==> src/wkelm_pkg.sv <==
package wkelm_pkg;

    // Controller external data space addresses
    localparam logic [15:0] ADDR_SOURCE_ONE   = 16'h7F2A;
    localparam logic [15:0] ADDR_SOURCE_TWO   = 16'h7F2B;
    localparam logic [15:0] ADDR_MASK_ONE     = 16'h7F2C;
    localparam logic [15:0] ADDR_MASK_TWO     = 16'h7F2D;
    localparam logic [15:0] ADDR_SOURCE_THREE = 16'h7F35;
    localparam logic [15:0] ADDR_MASK_THREE   = 16'h7F36;

    // Values after reset
    localparam logic [7:0] RST_SOURCE     = 8'h00;
    localparam logic [7:0] RST_MASK_ONE   = 8'h00;
    localparam logic [7:0] RST_MASK_TWO   = 8'h00;
    localparam logic [7:0] RST_MASK_THREE = 8'hFF;
    localparam logic [7:0] RST_RDATA      = 8'h00;

    // Live bits of the third source and mask registers
    localparam logic [7:0] THIRD_LIVE_BITS = 8'h07;

    localparam int EVENT_COUNT = 19;

    // Event index: source one is 0..7, two is 8..15, three is 16..18
    localparam int EV_CLOCK_ALARM   = 0;
    localparam int EV_TOGGLE_1      = 1;
    localparam int EV_FALLING_4     = 2;
    localparam int EV_FALLING_3     = 3;
    localparam int EV_SERIAL_BUS    = 4;
    localparam int EV_FALLING_1     = 5;
    localparam int EV_FALLING_2     = 6;
    localparam int EV_FALLING_5     = 7;
    localparam int EV_GENERAL_WAKE  = 8;
    localparam int EV_FALLING_6     = 9;
    localparam int EV_HIBERNATION   = 10;
    localparam int EV_TOGGLE_3      = 11;
    localparam int EV_TOGGLE_2      = 12;
    localparam int EV_TOGGLE_4      = 13;
    localparam int EV_PORT1_RING    = 14;
    localparam int EV_PORT2_RING    = 15;
    localparam int EV_ANY_KEY       = 16;
    localparam int EV_INFRARED_A    = 17;
    localparam int EV_INFRARED_B    = 18;

    // Which edges of each raw input raise its event
    localparam logic [18:0] RISE_EDGES = 19'h13C03;
    localparam logic [18:0] FALL_EDGES = 19'h6FBFE;

    typedef enum logic [1:0] {
        OSC_IDLE,
        OSC_STARTING,
        OSC_RESUMED
    } wkelm_osc_t;

endpackage

==> src/wkelm_edge.sv <==
`timescale 1ns/1ps
module wkelm_edge
    import wkelm_pkg::*;
#(
    parameter int          WIDTH = 19,
    parameter logic [18:0] RISE  = RISE_EDGES,
    parameter logic [18:0] FALL  = FALL_EDGES
) (
    // Clock and reset
    input  wire logic             clock,
    input  wire logic             rst_n,
    // Levels in, one-cycle edge pulses out
    input  wire logic [WIDTH-1:0] level,
    output logic      [WIDTH-1:0] edgePulse
);

    logic [WIDTH-1:0] prevLevel_r;
    logic             primed_r;

    // First cycle after reset only samples, so no false edge appears
    always_ff @(posedge clock or negedge rst_n) begin
        if (!rst_n) begin
            primed_r <= 1'b0;
        end else begin
            primed_r <= 1'b1;
        end
    end

    always_ff @(posedge clock or negedge rst_n) begin
        if (!rst_n) begin
            prevLevel_r <= '0;
        end else begin
            prevLevel_r <= level;
        end
    end

    genvar i;
    generate
        for (i = 0; i < WIDTH; i++) begin : g_bit
            assign edgePulse[i] = primed_r
                & ((RISE[i] & level[i] & ~prevLevel_r[i])
                |  (FALL[i] & ~level[i] & prevLevel_r[i]));
        end
    endgenerate

endmodule

==> src/wkelm_wakeup.sv <==
`timescale 1ns/1ps
module wkelm_wakeup
    import wkelm_pkg::*;
(
    // Clock and reset
    input  wire logic        clock,
    input  wire logic        rst_n,
    // Controller external data space port
    input  wire logic [15:0] cpuAddr,
    input  wire logic        cpuRead,
    input  wire logic        cpuWrite,
    input  wire logic [7:0]  cpuWdata,
    output logic      [7:0]  cpuRdata_r,
    // External wake pins
    input  wire logic        fallingWake1,
    input  wire logic        fallingWake2,
    input  wire logic        fallingWake3,
    input  wire logic        fallingWake4,
    input  wire logic        fallingWake5,
    input  wire logic        fallingWake6,
    input  wire logic        toggleWake1,
    input  wire logic        toggleWake2,
    input  wire logic        toggleWake3,
    input  wire logic        toggleWake4,
    input  wire logic        generalWakeN,
    input  wire logic        serialPort1RingN,
    input  wire logic        serialPort2RingN,
    input  wire logic [7:0]  scanInLines,
    input  wire logic        sharedIo8,
    input  wire logic        irReceivePin,
    // Internal event sources
    input  wire logic        serialBusData,
    input  wire logic        timeOfDayAlarm,
    input  wire logic        hibernationZero,
    // Sleep control
    input  wire logic        sleepActive,
    input  wire logic        oscStable,
    output logic             wakeRequest_r,
    output logic             ringOscStart_r,
    output logic             resumeCore_r
);

    logic [18:0] rawLevel;
    logic [18:0] eventPulse;
    logic [7:0]  sourceOne_r;
    logic [7:0]  sourceTwo_r;
    logic [2:0]  sourceThree_r;
    logic [7:0]  maskOne_r;
    logic [7:0]  maskTwo_r;
    logic [7:0]  maskThree_r;
    logic        anyKey;
    logic        wakeRequest_nxt;
    wkelm_osc_t  oscState_r;

    function automatic logic hit(input logic [15:0] addr,
                                 input logic [15:0] target);
        hit = (addr == target);
    endfunction

    assign anyKey = ~(&scanInLines);

    // Raw levels placed at their event index
    always_comb begin
        rawLevel                  = '0;
        rawLevel[EV_CLOCK_ALARM]  = timeOfDayAlarm;
        rawLevel[EV_TOGGLE_1]     = toggleWake1;
        rawLevel[EV_FALLING_4]    = fallingWake4;
        rawLevel[EV_FALLING_3]    = fallingWake3;
        rawLevel[EV_SERIAL_BUS]   = serialBusData;
        rawLevel[EV_FALLING_1]    = fallingWake1;
        rawLevel[EV_FALLING_2]    = fallingWake2;
        rawLevel[EV_FALLING_5]    = fallingWake5;
        rawLevel[EV_GENERAL_WAKE] = generalWakeN;
        rawLevel[EV_FALLING_6]    = fallingWake6;
        rawLevel[EV_HIBERNATION]  = hibernationZero;
        rawLevel[EV_TOGGLE_3]     = toggleWake3;
        rawLevel[EV_TOGGLE_2]     = toggleWake2;
        rawLevel[EV_TOGGLE_4]     = toggleWake4;
        rawLevel[EV_PORT1_RING]   = serialPort1RingN;
        rawLevel[EV_PORT2_RING]   = serialPort2RingN;
        rawLevel[EV_ANY_KEY]      = anyKey;
        rawLevel[EV_INFRARED_A]   = sharedIo8;
        rawLevel[EV_INFRARED_B]   = irReceivePin;
    end

    // Edge sensing only, so a held alarm match cannot re-set after a read
    wkelm_edge #(
        .WIDTH (EVENT_COUNT),
        .RISE  (RISE_EDGES),
        .FALL  (FALL_EDGES)
    ) u_edge (
        .clock     (clock),
        .rst_n     (rst_n),
        .level     (rawLevel),
        .edgePulse (eventPulse)
    );

    // Sources: a read clears, a same-cycle event wins over the clear
    always_ff @(posedge clock or negedge rst_n) begin
        if (!rst_n) begin
            sourceOne_r <= RST_SOURCE;
        end else if (cpuRead && hit(cpuAddr, ADDR_SOURCE_ONE)) begin
            sourceOne_r <= eventPulse[7:0];
        end else begin
            sourceOne_r <= sourceOne_r | eventPulse[7:0];
        end
    end

    always_ff @(posedge clock or negedge rst_n) begin
        if (!rst_n) begin
            sourceTwo_r <= RST_SOURCE;
        end else if (cpuRead && hit(cpuAddr, ADDR_SOURCE_TWO)) begin
            sourceTwo_r <= eventPulse[15:8];
        end else begin
            sourceTwo_r <= sourceTwo_r | eventPulse[15:8];
        end
    end

    always_ff @(posedge clock or negedge rst_n) begin
        if (!rst_n) begin
            sourceThree_r <= RST_SOURCE[2:0];
        end else if (cpuRead && hit(cpuAddr, ADDR_SOURCE_THREE)) begin
            sourceThree_r <= eventPulse[18:16];
        end else begin
            sourceThree_r <= sourceThree_r | eventPulse[18:16];
        end
    end

    // Masks
    always_ff @(posedge clock or negedge rst_n) begin
        if (!rst_n) begin
            maskOne_r <= RST_MASK_ONE;
        end else if (cpuWrite && hit(cpuAddr, ADDR_MASK_ONE)) begin
            maskOne_r <= cpuWdata;
        end
    end

    always_ff @(posedge clock or negedge rst_n) begin
        if (!rst_n) begin
            maskTwo_r <= RST_MASK_TWO;
        end else if (cpuWrite && hit(cpuAddr, ADDR_MASK_TWO)) begin
            maskTwo_r <= cpuWdata;
        end
    end

    // Reserved bits are stored and read back but gate nothing
    always_ff @(posedge clock or negedge rst_n) begin
        if (!rst_n) begin
            maskThree_r <= RST_MASK_THREE;
        end else if (cpuWrite && hit(cpuAddr, ADDR_MASK_THREE)) begin
            maskThree_r <= cpuWdata;
        end
    end

    // Read data, registered; unmapped addresses read zero
    always_ff @(posedge clock or negedge rst_n) begin
        if (!rst_n) begin
            cpuRdata_r <= RST_RDATA;
        end else if (cpuRead) begin
            case (cpuAddr)
                ADDR_SOURCE_ONE:   cpuRdata_r <= sourceOne_r;
                ADDR_SOURCE_TWO:   cpuRdata_r <= sourceTwo_r;
                ADDR_SOURCE_THREE: cpuRdata_r <= {5'h00, sourceThree_r};
                ADDR_MASK_ONE:     cpuRdata_r <= maskOne_r;
                ADDR_MASK_TWO:     cpuRdata_r <= maskTwo_r;
                ADDR_MASK_THREE:   cpuRdata_r <= maskThree_r;
                default:           cpuRdata_r <= RST_RDATA;
            endcase
        end
    end

    // Single request from latched, unmasked events
    assign wakeRequest_nxt = (|(sourceOne_r & ~maskOne_r))
        | (|(sourceTwo_r & ~maskTwo_r))
        | (|(sourceThree_r & ~maskThree_r[2:0]));

    always_ff @(posedge clock or negedge rst_n) begin
        if (!rst_n) begin
            wakeRequest_r <= 1'b0;
        end else begin
            wakeRequest_r <= wakeRequest_nxt;
        end
    end

    // Oscillator start and resume sequence
    always_ff @(posedge clock or negedge rst_n) begin
        if (!rst_n) begin
            oscState_r     <= OSC_IDLE;
            ringOscStart_r <= 1'b0;
            resumeCore_r   <= 1'b0;
        end else begin
            resumeCore_r <= 1'b0;
            case (oscState_r)
                OSC_IDLE: begin
                    if (sleepActive && wakeRequest_r) begin
                        oscState_r     <= OSC_STARTING;
                        ringOscStart_r <= 1'b1;
                    end
                end
                OSC_STARTING: begin
                    if (oscStable) begin
                        oscState_r   <= OSC_RESUMED;
                        resumeCore_r <= 1'b1;
                    end
                end
                OSC_RESUMED: begin
                    // Core owns the oscillator once it leaves sleep
                    if (!sleepActive) begin
                        oscState_r     <= OSC_IDLE;
                        ringOscStart_r <= 1'b0;
                    end
                end
                default: begin
                    oscState_r     <= OSC_IDLE;
                    ringOscStart_r <= 1'b0;
                end
            endcase
        end
    end

endmodule

==> config.mk <==
export PLATFORM = sky130hd
export DESIGN_NAME = wkelm_wakeup
export DESIGN_NICKNAME = d
export VERILOG_FILES = /design/src/wkelm_pkg.sv /design/src/wkelm_edge.sv /design/src/wkelm_wakeup.sv
export SDC_FILE = /design/constraint.sdc
export NUM_CORES = 1
export LEC_CHECK = 0
export ABC_AREA = 1
export BUFFER_PORTS_ARGS = -buffer_cell sky130_fd_sc_hd__buf_2
export CAP_MARGIN = 20
export CORE_MARGIN = 2
export CORE_UTILIZATION = 35
export DETAILED_ROUTE_END_ITERATION = 12
export PLACE_DENSITY = 0.59
export SYNTH_ARGS = -nofsm -noshare
export SYNTH_HDL_FRONTEND = slang
export SYNTH_SLANG_ARGS = --single-unit
export TNS_END_PERCENT = 20
==> constraint.sdc <==
create_clock -name clock -period 1.9 [get_ports clock]
set_clock_uncertainty 0.1 [all_clocks]
set_input_delay 0.38 -clock clock [delete_from_list [all_inputs] [get_ports clock]]
set_output_delay 0.38 -clock clock [all_outputs]
set_load 0.01 [all_outputs]
Word level (Yosys, flattened, before mapping)
Cells that the tools add are included.
Storage, ports and cells
  register bits after elaboration: 76
  word-level logic and storage cells: 133
Cells by class
  eq/ne operators: 11
  muxes and demuxes: 13
  bitwise logic cells: 82
  reduce and logical (&&, ||, !) cells: 14
Operators with widths (number)
  $eq A16 B15 Y1 const B: 6
  $pmux W8 S6: 1
  $and A1 B1 Y1: 42
  $not A1 Y1: 25
  $and A8 B8 Y8: 2
  $mux W8: 2
  $not A8 Y8: 2
  $or A8 B8 Y8: 2
  $reduce_or A8 Y1: 2
  $reduce_and A8 Y1: 1
  $logic_and A1 B1 Y1: 7
  $mux W2: 3
  $ne A2 B2 Y1 const B: 3
  $or A1 B1 Y1: 6
  $pmux W2 S3: 1
  $reduce_and A3 Y1: 2
  $mux W1: 4
  $and A3 B3 Y3: 1
  $mux W3: 1
  $not A3 Y3: 1
  $or A3 B3 Y3: 1
  $pmux W1 S3: 1
  $reduce_or A3 Y1: 1
  $eq A2 B1 Y1 const B: 1
  other kinds (2): 2

Longest topological paths before layout
Gate-level depths: netlist of the first run.
  word-level depth: 6
  gate-level depth with buffers: 10

Cells and area by module
From an unflattened synthesis of the first run, not the netlist that was laid out.
Unflattened totals
  cells, all modules: 404
  area, all modules: 3806.2 µm²
Modules (own cells, without submodules)
  wkelm_wakeup: times used 1, cells an instance 335, area each 3093.0 µm², sequential area each 1411.4 µm²
  wkelm_edge: times used 1, cells an instance 69, area each 713.2 µm², sequential area each 500.5 µm²

Worst setup path after synthesis of the first run
OpenSTA, ideal clock, no wires.
  kind: input to register
  start point: input cpuAddr[15]
  end point: register sourceThree_r[0]
  setup time: 123 ps
  arrival time: 1239 ps
  setup slack: 438 ps
  cell stages on the path: 8
  path buffers: 2
  cells stage by stage: inv_1 nand4_1 nor2_4 buf_6 buf_6 nand2_1 o21ai_0 nand2_1
On the way
  longest elaborated chain between the ends: 3
Ends and longest elaborated chain
  from (decl): line wkelm_wakeup.sv:9  | input wire logic [15:0] cpuAddr,
  $eq A16 B15 Y1: line wkelm_wakeup.sv:57  | hit = (addr == target);
  $logic_and A1 B1 Y1: line wkelm_wakeup.sv:122  | end else if (cpuRead && hit(cpuAddr, ADDR_SOURCE_THREE)) begin
  $mux W3: line wkelm_wakeup.sv:122
  to (signal assigned): line wkelm_wakeup.sv:121  | sourceThree_r <= RST_SOURCE[2:0];
  to (signal assigned): line wkelm_wakeup.sv:123  | sourceThree_r <= eventPulse[18:16];
  to (signal assigned): line wkelm_wakeup.sv:125  | sourceThree_r <= sourceThree_r | eventPulse[18:16];
  to (decl): line wkelm_wakeup.sv:47  | logic [2:0] sourceThree_r;
Every way passes these cells.
A chain may end at the register's enable or synchronous reset.

Final worst setup path of the first run
  start point: input cpuAddr[15]
  end point: register cpuRdata_r[2]
On the way
  longest elaborated chain between the ends: 2
  elaborated cells between the ends (all ways): 7
Ends and longest elaborated chain
  $eq A16 B15 Y1: line wkelm_wakeup.sv:160  | case (cpuAddr)
  $pmux W8 S6 (*): line wkelm_wakeup.sv:160
  to (signal assigned): line wkelm_wakeup.sv:161  | ADDR_SOURCE_ONE: cpuRdata_r <= sourceOne_r;
  to (signal assigned): line wkelm_wakeup.sv:162  | ADDR_SOURCE_TWO: cpuRdata_r <= sourceTwo_r;
  to (signal assigned): line wkelm_wakeup.sv:163  | ADDR_SOURCE_THREE: cpuRdata_r <= {5'h00, sourceThree_r};
  to (decl): line wkelm_wakeup.sv:13  | output logic [7:0] cpuRdata_r,
Every way passes the cells marked *; elsewhere a longest branch is shown, timed or not.

==> flow_summary.yaml, run 1 <==
synth:
  ys_top_cells_by_area: "dfrtp_1 49%, nand2_1 8.9%, nand3_1 7.6%"
  synth_top_area_share_pct: 48.7
  yosys.area.top_type: "dfrtp_1"
  ys.warnings.count: 0
  syn_inst: 389
  synth_nets: 445
  syn_area_um2: 3490
  synth.distinct_cells: 29
  avgSynthCellArea_um2: 8.98
  seq_area_frac_synth_pct: 54.7
  ys_seq_elements: 76
critical_path:
  cp-endpoint: "cpuRdata_r[2]"
  r2r_start: "maskOne_r[1]"
  reg2reg_to: "wakeRequest_r"
  setup.worst_path.start: "cpuAddr[15]"
  rr_worst_depth: 5
  reg2reg_setup_slack_ns: 0.49
  cp.arrival_ns: 1.59
  critPathCaptureType: "flip-flop"
  required_ns: 2.06
  path_max_fanout: 25
  setup.worst_path.class: "in -> reg"
  critPathLaunchType: "input pin"
flow_run:
  max_cap_violations: 0
grt:
  first_global_vias: 2962
  grt-ovfl-total: 0
  antenna_found_initial: 0
  grt_pass1_wl_um: 13900
  grt_max_degree: 77
  grtUsageTotal_pct: 16.1
routing:
  first_iter_violations: 187
  wl_um: 7990
  routedWlPerCell_um: 13.4
  antenna_left: 0
  first_pass_iters: 4
  drcViolationCount: 0
  vias_per_cell: 4.74
  num_vias: 2837
place:
  place_inst: 582
  dp_hpwl_um: 6020
  place_congestion: 0.849
  dpl-instance-area_um2: 3950
  port_buffers: 66
cells_and_area:
  syn_to_final_growth_pct: 18.9
  fin_cells: 598
  fillers: 1023
  fin_nets: 517
  drive_gt1_share_pct: 24.7
  diodes: 0
  design_area_um2: 4150
floorplan:
  dieArea_um2: 10800
  core_um2: 9730
  row_count: 36
  start_util_pct: 35.9
  die_x_um: 104
  fp.dieH_um: 104
  io_pins: 67
worst_hold_path:
  hp-class: "in -> reg"
  hold_depth: 1
power:
  irDropWorstVdd_mv: 0.422
  p_seq_share_pct: 53.7
  power_switching_uw: 770
  comb_power_share_pct: 8.8
  clkPwrFrac_pct: 37.5
  p_sw_share_pct: 24.1
  p_leak_uw: 0.00200
  p_per_area_nw_per_um2: 769
  p_int_uw: 2420
status:
  status: "complete, no violations"
clocking:
  cts_tree: "built"
  cts_buffers: 9
  htreeDepth: 3
  clkSinkCount: 76
  clk_pin_slew_worst_paths_ns: 0.07
  cts_root_buffer: "clkbuf_8"
  ctsResizeCount: 0
  cts_buffer_depth: 2
  clk_latency_ns: 0.34
timing:
  finalMaxSlewViolations: 0
  max_slew_margin_pct: 58.0
  hold_viol: 0
  period_share_pct: 75.3
  worst_pin_slew_ns: 0.630
  finalSetupViolCount: 0
  rsz0062_at_grt: "false"
  layout_min_cycle_time_ns: 1.43
  fmax_mhz: 699
  fin_tns_setup_ns: 0
## logic make-up (layout without fill, tap and decap cells)
| group | count (synthesis) | count (layout) | share of synthesized area [%] |
|---|---|---|---|
| AND/OR/NAND/NOR | 198 | 198 | 28.5 |
| flip-flops | 76 | 76 | 54.7 |
| AO/OA/AOI/OAI | 62 | 62 | 9.60 |
| buffers and inverters | 52 | 128 | 7.02 |
| other | 1 | 1 | 0.107 |
## flip-flops by register name (all words and copies together), names as in the netlist, 3 cells and up
signal / count
u_edge.prevLevel_r: 19
cpuRdata_r: 8
maskOne_r: 8
maskThree_r: 8
maskTwo_r: 8
sourceOne_r: 8
sourceTwo_r: 8
sourceThree_r: 3
## metal layers
layer,track usage [%],vias up,routed length (um)
met2,27.3,80,3890
met1,19.8,1323,3570
li1,-,1419,-
met4,5.89,0,133
met3,3.95,15,397
met5,0,-,0
## layout by cell type (no fill, tap or decap), types with 3 or more instances in the layout
| master | Yosys | routed |
|---|---|---|
| a21oi_1 | 3 | 3 |
| buf_2 | 1 | 66 |
| buf_4 | 1 | 5 |
| clkbuf_8 | 0 | 10 |
| clkinv_2 | 0 | 3 |
| dfrtp_1 | 68 | 68 |
| dfstp_2 | 8 | 8 |
| inv_1 | 39 | 39 |
| nand2_1 | 83 | 83 |
| nand3_1 | 53 | 53 |
| nand3_4 | 3 | 3 |
| nand3b_1 | 15 | 15 |
| nand4_1 | 4 | 4 |
| nor2_1 | 22 | 22 |
| nor2_2 | 3 | 3 |
| nor2_4 | 6 | 6 |
| o21ai_0 | 32 | 32 |
| o21ai_1 | 16 | 16 |
| o21bai_1 | 5 | 5 |
| o22ai_1 | 4 | 4 |
| or2_2 | 5 | 5 |
## cell type report
type | count | area [um2] | area share (%)
inverters | 40 | 150 | 3.62
repair buffers | 73 | 398 | 9.58
well taps | 133 | 166 | 4.01
flip-flops and latches | 76 | 1910 | 46.1
multi-input cells | 261 | 1340 | 32.2
clock buffers | 10 | 138 | 3.32
clock inverters | 5 | 52.6 | 1.27
## power groups by stage
| stage | registers (uW) | clock network, uW | logic, uW |
|---|---|---|---|
| floorplan | 1750 | 0 | 125 |
| global placement | 1740 | 0 | 276 |
| detailed placement | 1750 | 0 | 286 |
| CTS | 1720 | 1230 | 289 |
| global route | 1720 | 1310 | 325 |
| finish | 1710 | 1200 | 280 |
## how the worst min path moves through the flow
stage                  from                     end  slack [ns]
2_1_floorplan         rst_n           cpuRdata_r[0]       -0.02
3_3_place_gp          rst_n   u_edge.prevLevel_r[6]        0.35
3_5_place_dp          rst_n   u_edge.prevLevel_r[0]        0.35
4_1_cts        fallingWake1   u_edge.prevLevel_r[5]        0.04
5_1_grt        irReceivePin  u_edge.prevLevel_r[18]        0.02
6_report       fallingWake1   u_edge.prevLevel_r[5]        0.05
## synth_stat cells (all sizes together)
master   number
inv          40
a21oi         3
nor4          1
or2           5
o21bai        5
buf           8
nand3        56
clkbuf        4
dfrtp        68
nand2        85
o22ai         4
nand3b       15
o21ai        48
dfstp         8
nor2         31
conb          1
nand4         4
o2111ai       1
a221oi        1
nor3          1
## critical path: stages
cell     delay (ns)
buf_2          0.10
inv_1          0.04
nand4_1        0.11
nor2_4         0.24
buf_4          0.31
nand3_1        0.13
nand2_1        0.10
nor2_1         0.05
a21oi_1        0.13
## per-stage QoR
stage / hold slack (ns) / setup WS (ns) / total power, uW / util (%)
2_1_floorplan: -0.0156 / 0.438 / 1870 / -
3_3_place_gp: 0.345 / 0.174 / 2020 / 40.6
3_5_place_dp: 0.349 / 0.115 / 2030 / 40.6
4_1_cts: 0.0372 / 0.475 / 3240 / 42.7
5_1_grt: 0.0236 / 0.378 / 3360 / 42.7
6_report: 0.0537 / 0.470 / 3190 / 42.7
## timing repair
action                    4_1_cts  5_1_grt
hold buffers                    1        0
buffers inserted                0        0
hold endpoints to repair       68        0
No activity file was read; power rests on OpenSTA's default activity.
==> inputs of run 2 (changes only) <==
Settings changed: PLACE_DENSITY 0.59 to 0.61.
Clock period 1.9 ns to 1.15 ns, I/O delays scaled along.
==> run 2 against run 1 <==
- routed wire length up 10%
- register-to-register slack worse by 0.65 ns
- clock-buffer cell count down 1
- critical path type is now reg -> reg
- non-clock buffer count up 74
- design area up 20%
- combinational power up 99%
- critical path depth down 5
- the run now ends with setup timing left
- worst hold slack worse by 0.013 ns
- largest power group unchanged
- setup slack worse by 0.63 ns
- via count up 11%
- power up 77%
- die area unchanged
==> flow_summary.yaml, run 2 (synthesized netlist as in run 1, its figures left out) <==
power:
  p_seq_share_pct: 50.1
  p_int_uw: 4280
  p_leak_uw: 0.00243
  clkPwrFrac_pct: 40.0
  total_power_uw: 5650
  p_per_area_nw_per_um2: 1140
  irDropWorstVdd_mv: 0.800
  p_sw_share_pct: 24.3
  power_switching_uw: 1370
  comb_power_share_pct: 9.9
place:
  dp_hpwl_um: 6570
  port_buffers: 66
  place_congestion: 0.855
  place_inst: 626
routing:
  first_pass_iters: 4
  antenna_left: 0
  drcViolationCount: 0
  vias_per_cell: 4.68
  first_iter_violations: 147
  routedWlPerCell_um: 13.1
  num_vias: 3152
  wl_um: 8790
critical_path:
  path_max_fanout: 2
  reg2reg_setup_slack_ns: -0.16
  rr_worst_depth: 4
  critPathLaunchType: "flip-flop"
  r2r_start: "maskThree_r[0]"
  critPathCaptureType: "flip-flop"
  setup.worst_path.start: "maskThree_r[0]"
  cp.arrival_ns: 1.43
  required_ns: 1.27
  reg2reg_to: "wakeRequest_r"
  setup.worst_path.class: "reg -> reg"
  cp-endpoint: "wakeRequest_r"
grt:
  antenna_found_initial: 0
  grt-ovfl-total: 0
  grtUsageTotal_pct: 16.8
  first_global_vias: 3083
  grt_pass1_wl_um: 14500
  grt_max_degree: 37
timing:
  fin_ws_ns: -0.164
  hold_ws_ns: 0.0410
  fin_tns_setup_ns: -0.850
  rsz0062_at_grt: "true"
  finalSetupViolCount: 13
  layout_min_cycle_time_ns: 1.31
  hold_viol: 0
  period_share_pct: 114
  fmax_mhz: 761
  finalMaxSlewViolations: 0
cells_and_area:
  final_common_cell: "nand2_1"
  fin_cells: 673
  diodes: 0
  syn_to_final_growth_pct: 42.4
  drive_gt1_share_pct: 34.4
  max_flop_register: "u_edge.prevLevel_r"
  fin_nets: 591
  largest_reg_flops: 19
  fillers: 938
  layout_common_cells: "79 x nand2_1, 67 x dfrtp_1, 65 x buf_2"
floorplan:
  die_x_um: 104
  dieArea_um2: 10800
  start_util_pct: 35.9
  io_pins: 67
  row_count: 36
  fp.dieH_um: 104
  core_um2: 9730
clocking:
  clkSinkCount: 76
  cts_root_buffer: "clkbuf_8"
  htreeDepth: 3
  clk_pin_slew_worst_paths_ns: 0.08
  cts_buffer_depth: 2
  clk_latency_ns: 0.35
  cts_buffers: 9
  cts_tree: "built"
status:
  violations: "setup timing"
  status: "finished with violations"
flow_run:
  max_cap_violations: 0
worst_hold_path:
  hp-class: "in -> reg"
[run 2: cell types whose count changed in the layout (fill, tap and decap cells not counted), moves of 4 or more]
| cell | before | now |
|---|---|---|
| buf_4 | 5 | 50 |
| dlygate4sd3_1 | 1 | 20 |
| o21ai_0 | 32 | 24 |
| o21ai_1 | 16 | 23 |
| nand2_1 | 83 | 79 |
[run 2: how the worst min path moves through the flow]
stage,start,to,cells past startpoint
after global placement,rst_n,u_edge.prevLevel_r[4],1
after floorplan,rst_n,cpuRdata_r[0],0
after detailed placement,rst_n,u_edge.prevLevel_r[4],1
after global routing,cpuWdata[4],maskThree_r[4],3
final,cpuWdata[7],maskThree_r[7],3
after CTS,cpuWdata[7],maskThree_r[7],3
[run 2: power by group through the flow]
stage / Sequential, uW / Clock (uW) / Combinational [uW]
after global placement: 2880 / 0 / 484
after floorplan: 2880 / 0 / 209
after global routing: 2850 / 2440 / 642
after CTS: 2830 / 2310 / 556
final: 2830 / 2260 / 558
after detailed placement: 2880 / 0 / 498
[run 2: worst max-delay path: stages (launching register included)]
cell and delay [ns]:
dfstp_2 0.55, inv_2 0.04, a221oi_2 0.24, buf_4 0.16, nand3_2 0.08
[run 2: area by class of cell]
cell class	instances	area (um2)	area share, %
timing repair buffer	147	1120	22.5
sequential	76	1910	38.5
clock inverter	7	100	2.01
multi-input combinational	261	1390	28.0
inverter	40	158	3.17
tap	133	166	3.35
clock buffer	9	124	2.49
[run 2: through the flow]
| stage | utilization, % | cell area, um2 | setup WS, ns |
|---|---|---|---|
| final | 51.1 | 4970 | -0.164 |
| after global routing | 51.1 | 4970 | -0.224 |
| after CTS | 49.2 | 4790 | -0.155 |
| after detailed placement | 44.4 | 4320 | -0.381 |
| after global placement | 44.4 | 4320 | -0.372 |
| after floorplan | - | 3510 | -0.153 |
[run 2: routing by layer]
layer | vias to the layer above | global-route usage [%] | share of wire, % | wire, um
met1 | 1474 | 21.6 | 45 | 3990
met5 | - | 0 | 0 | 0
met4 | 0 | 5.31 | 1.6 | 141
met2 | 83 | 27.7 | 48 | 4210
li1 | 1581 | - | - | -
met3 | 14 | 4.32 | 5.1 | 452
[run 2: what timing repair did]
action                                  CTS  global route
cloned                                    0             3
pin swaps                                 0            10
gates resized for setup                   7            25
endpoints found under the hold margin    88             0
endpoints found under the setup margin   33            60
buffers inserted                          2             7
hold buffers                             20             0
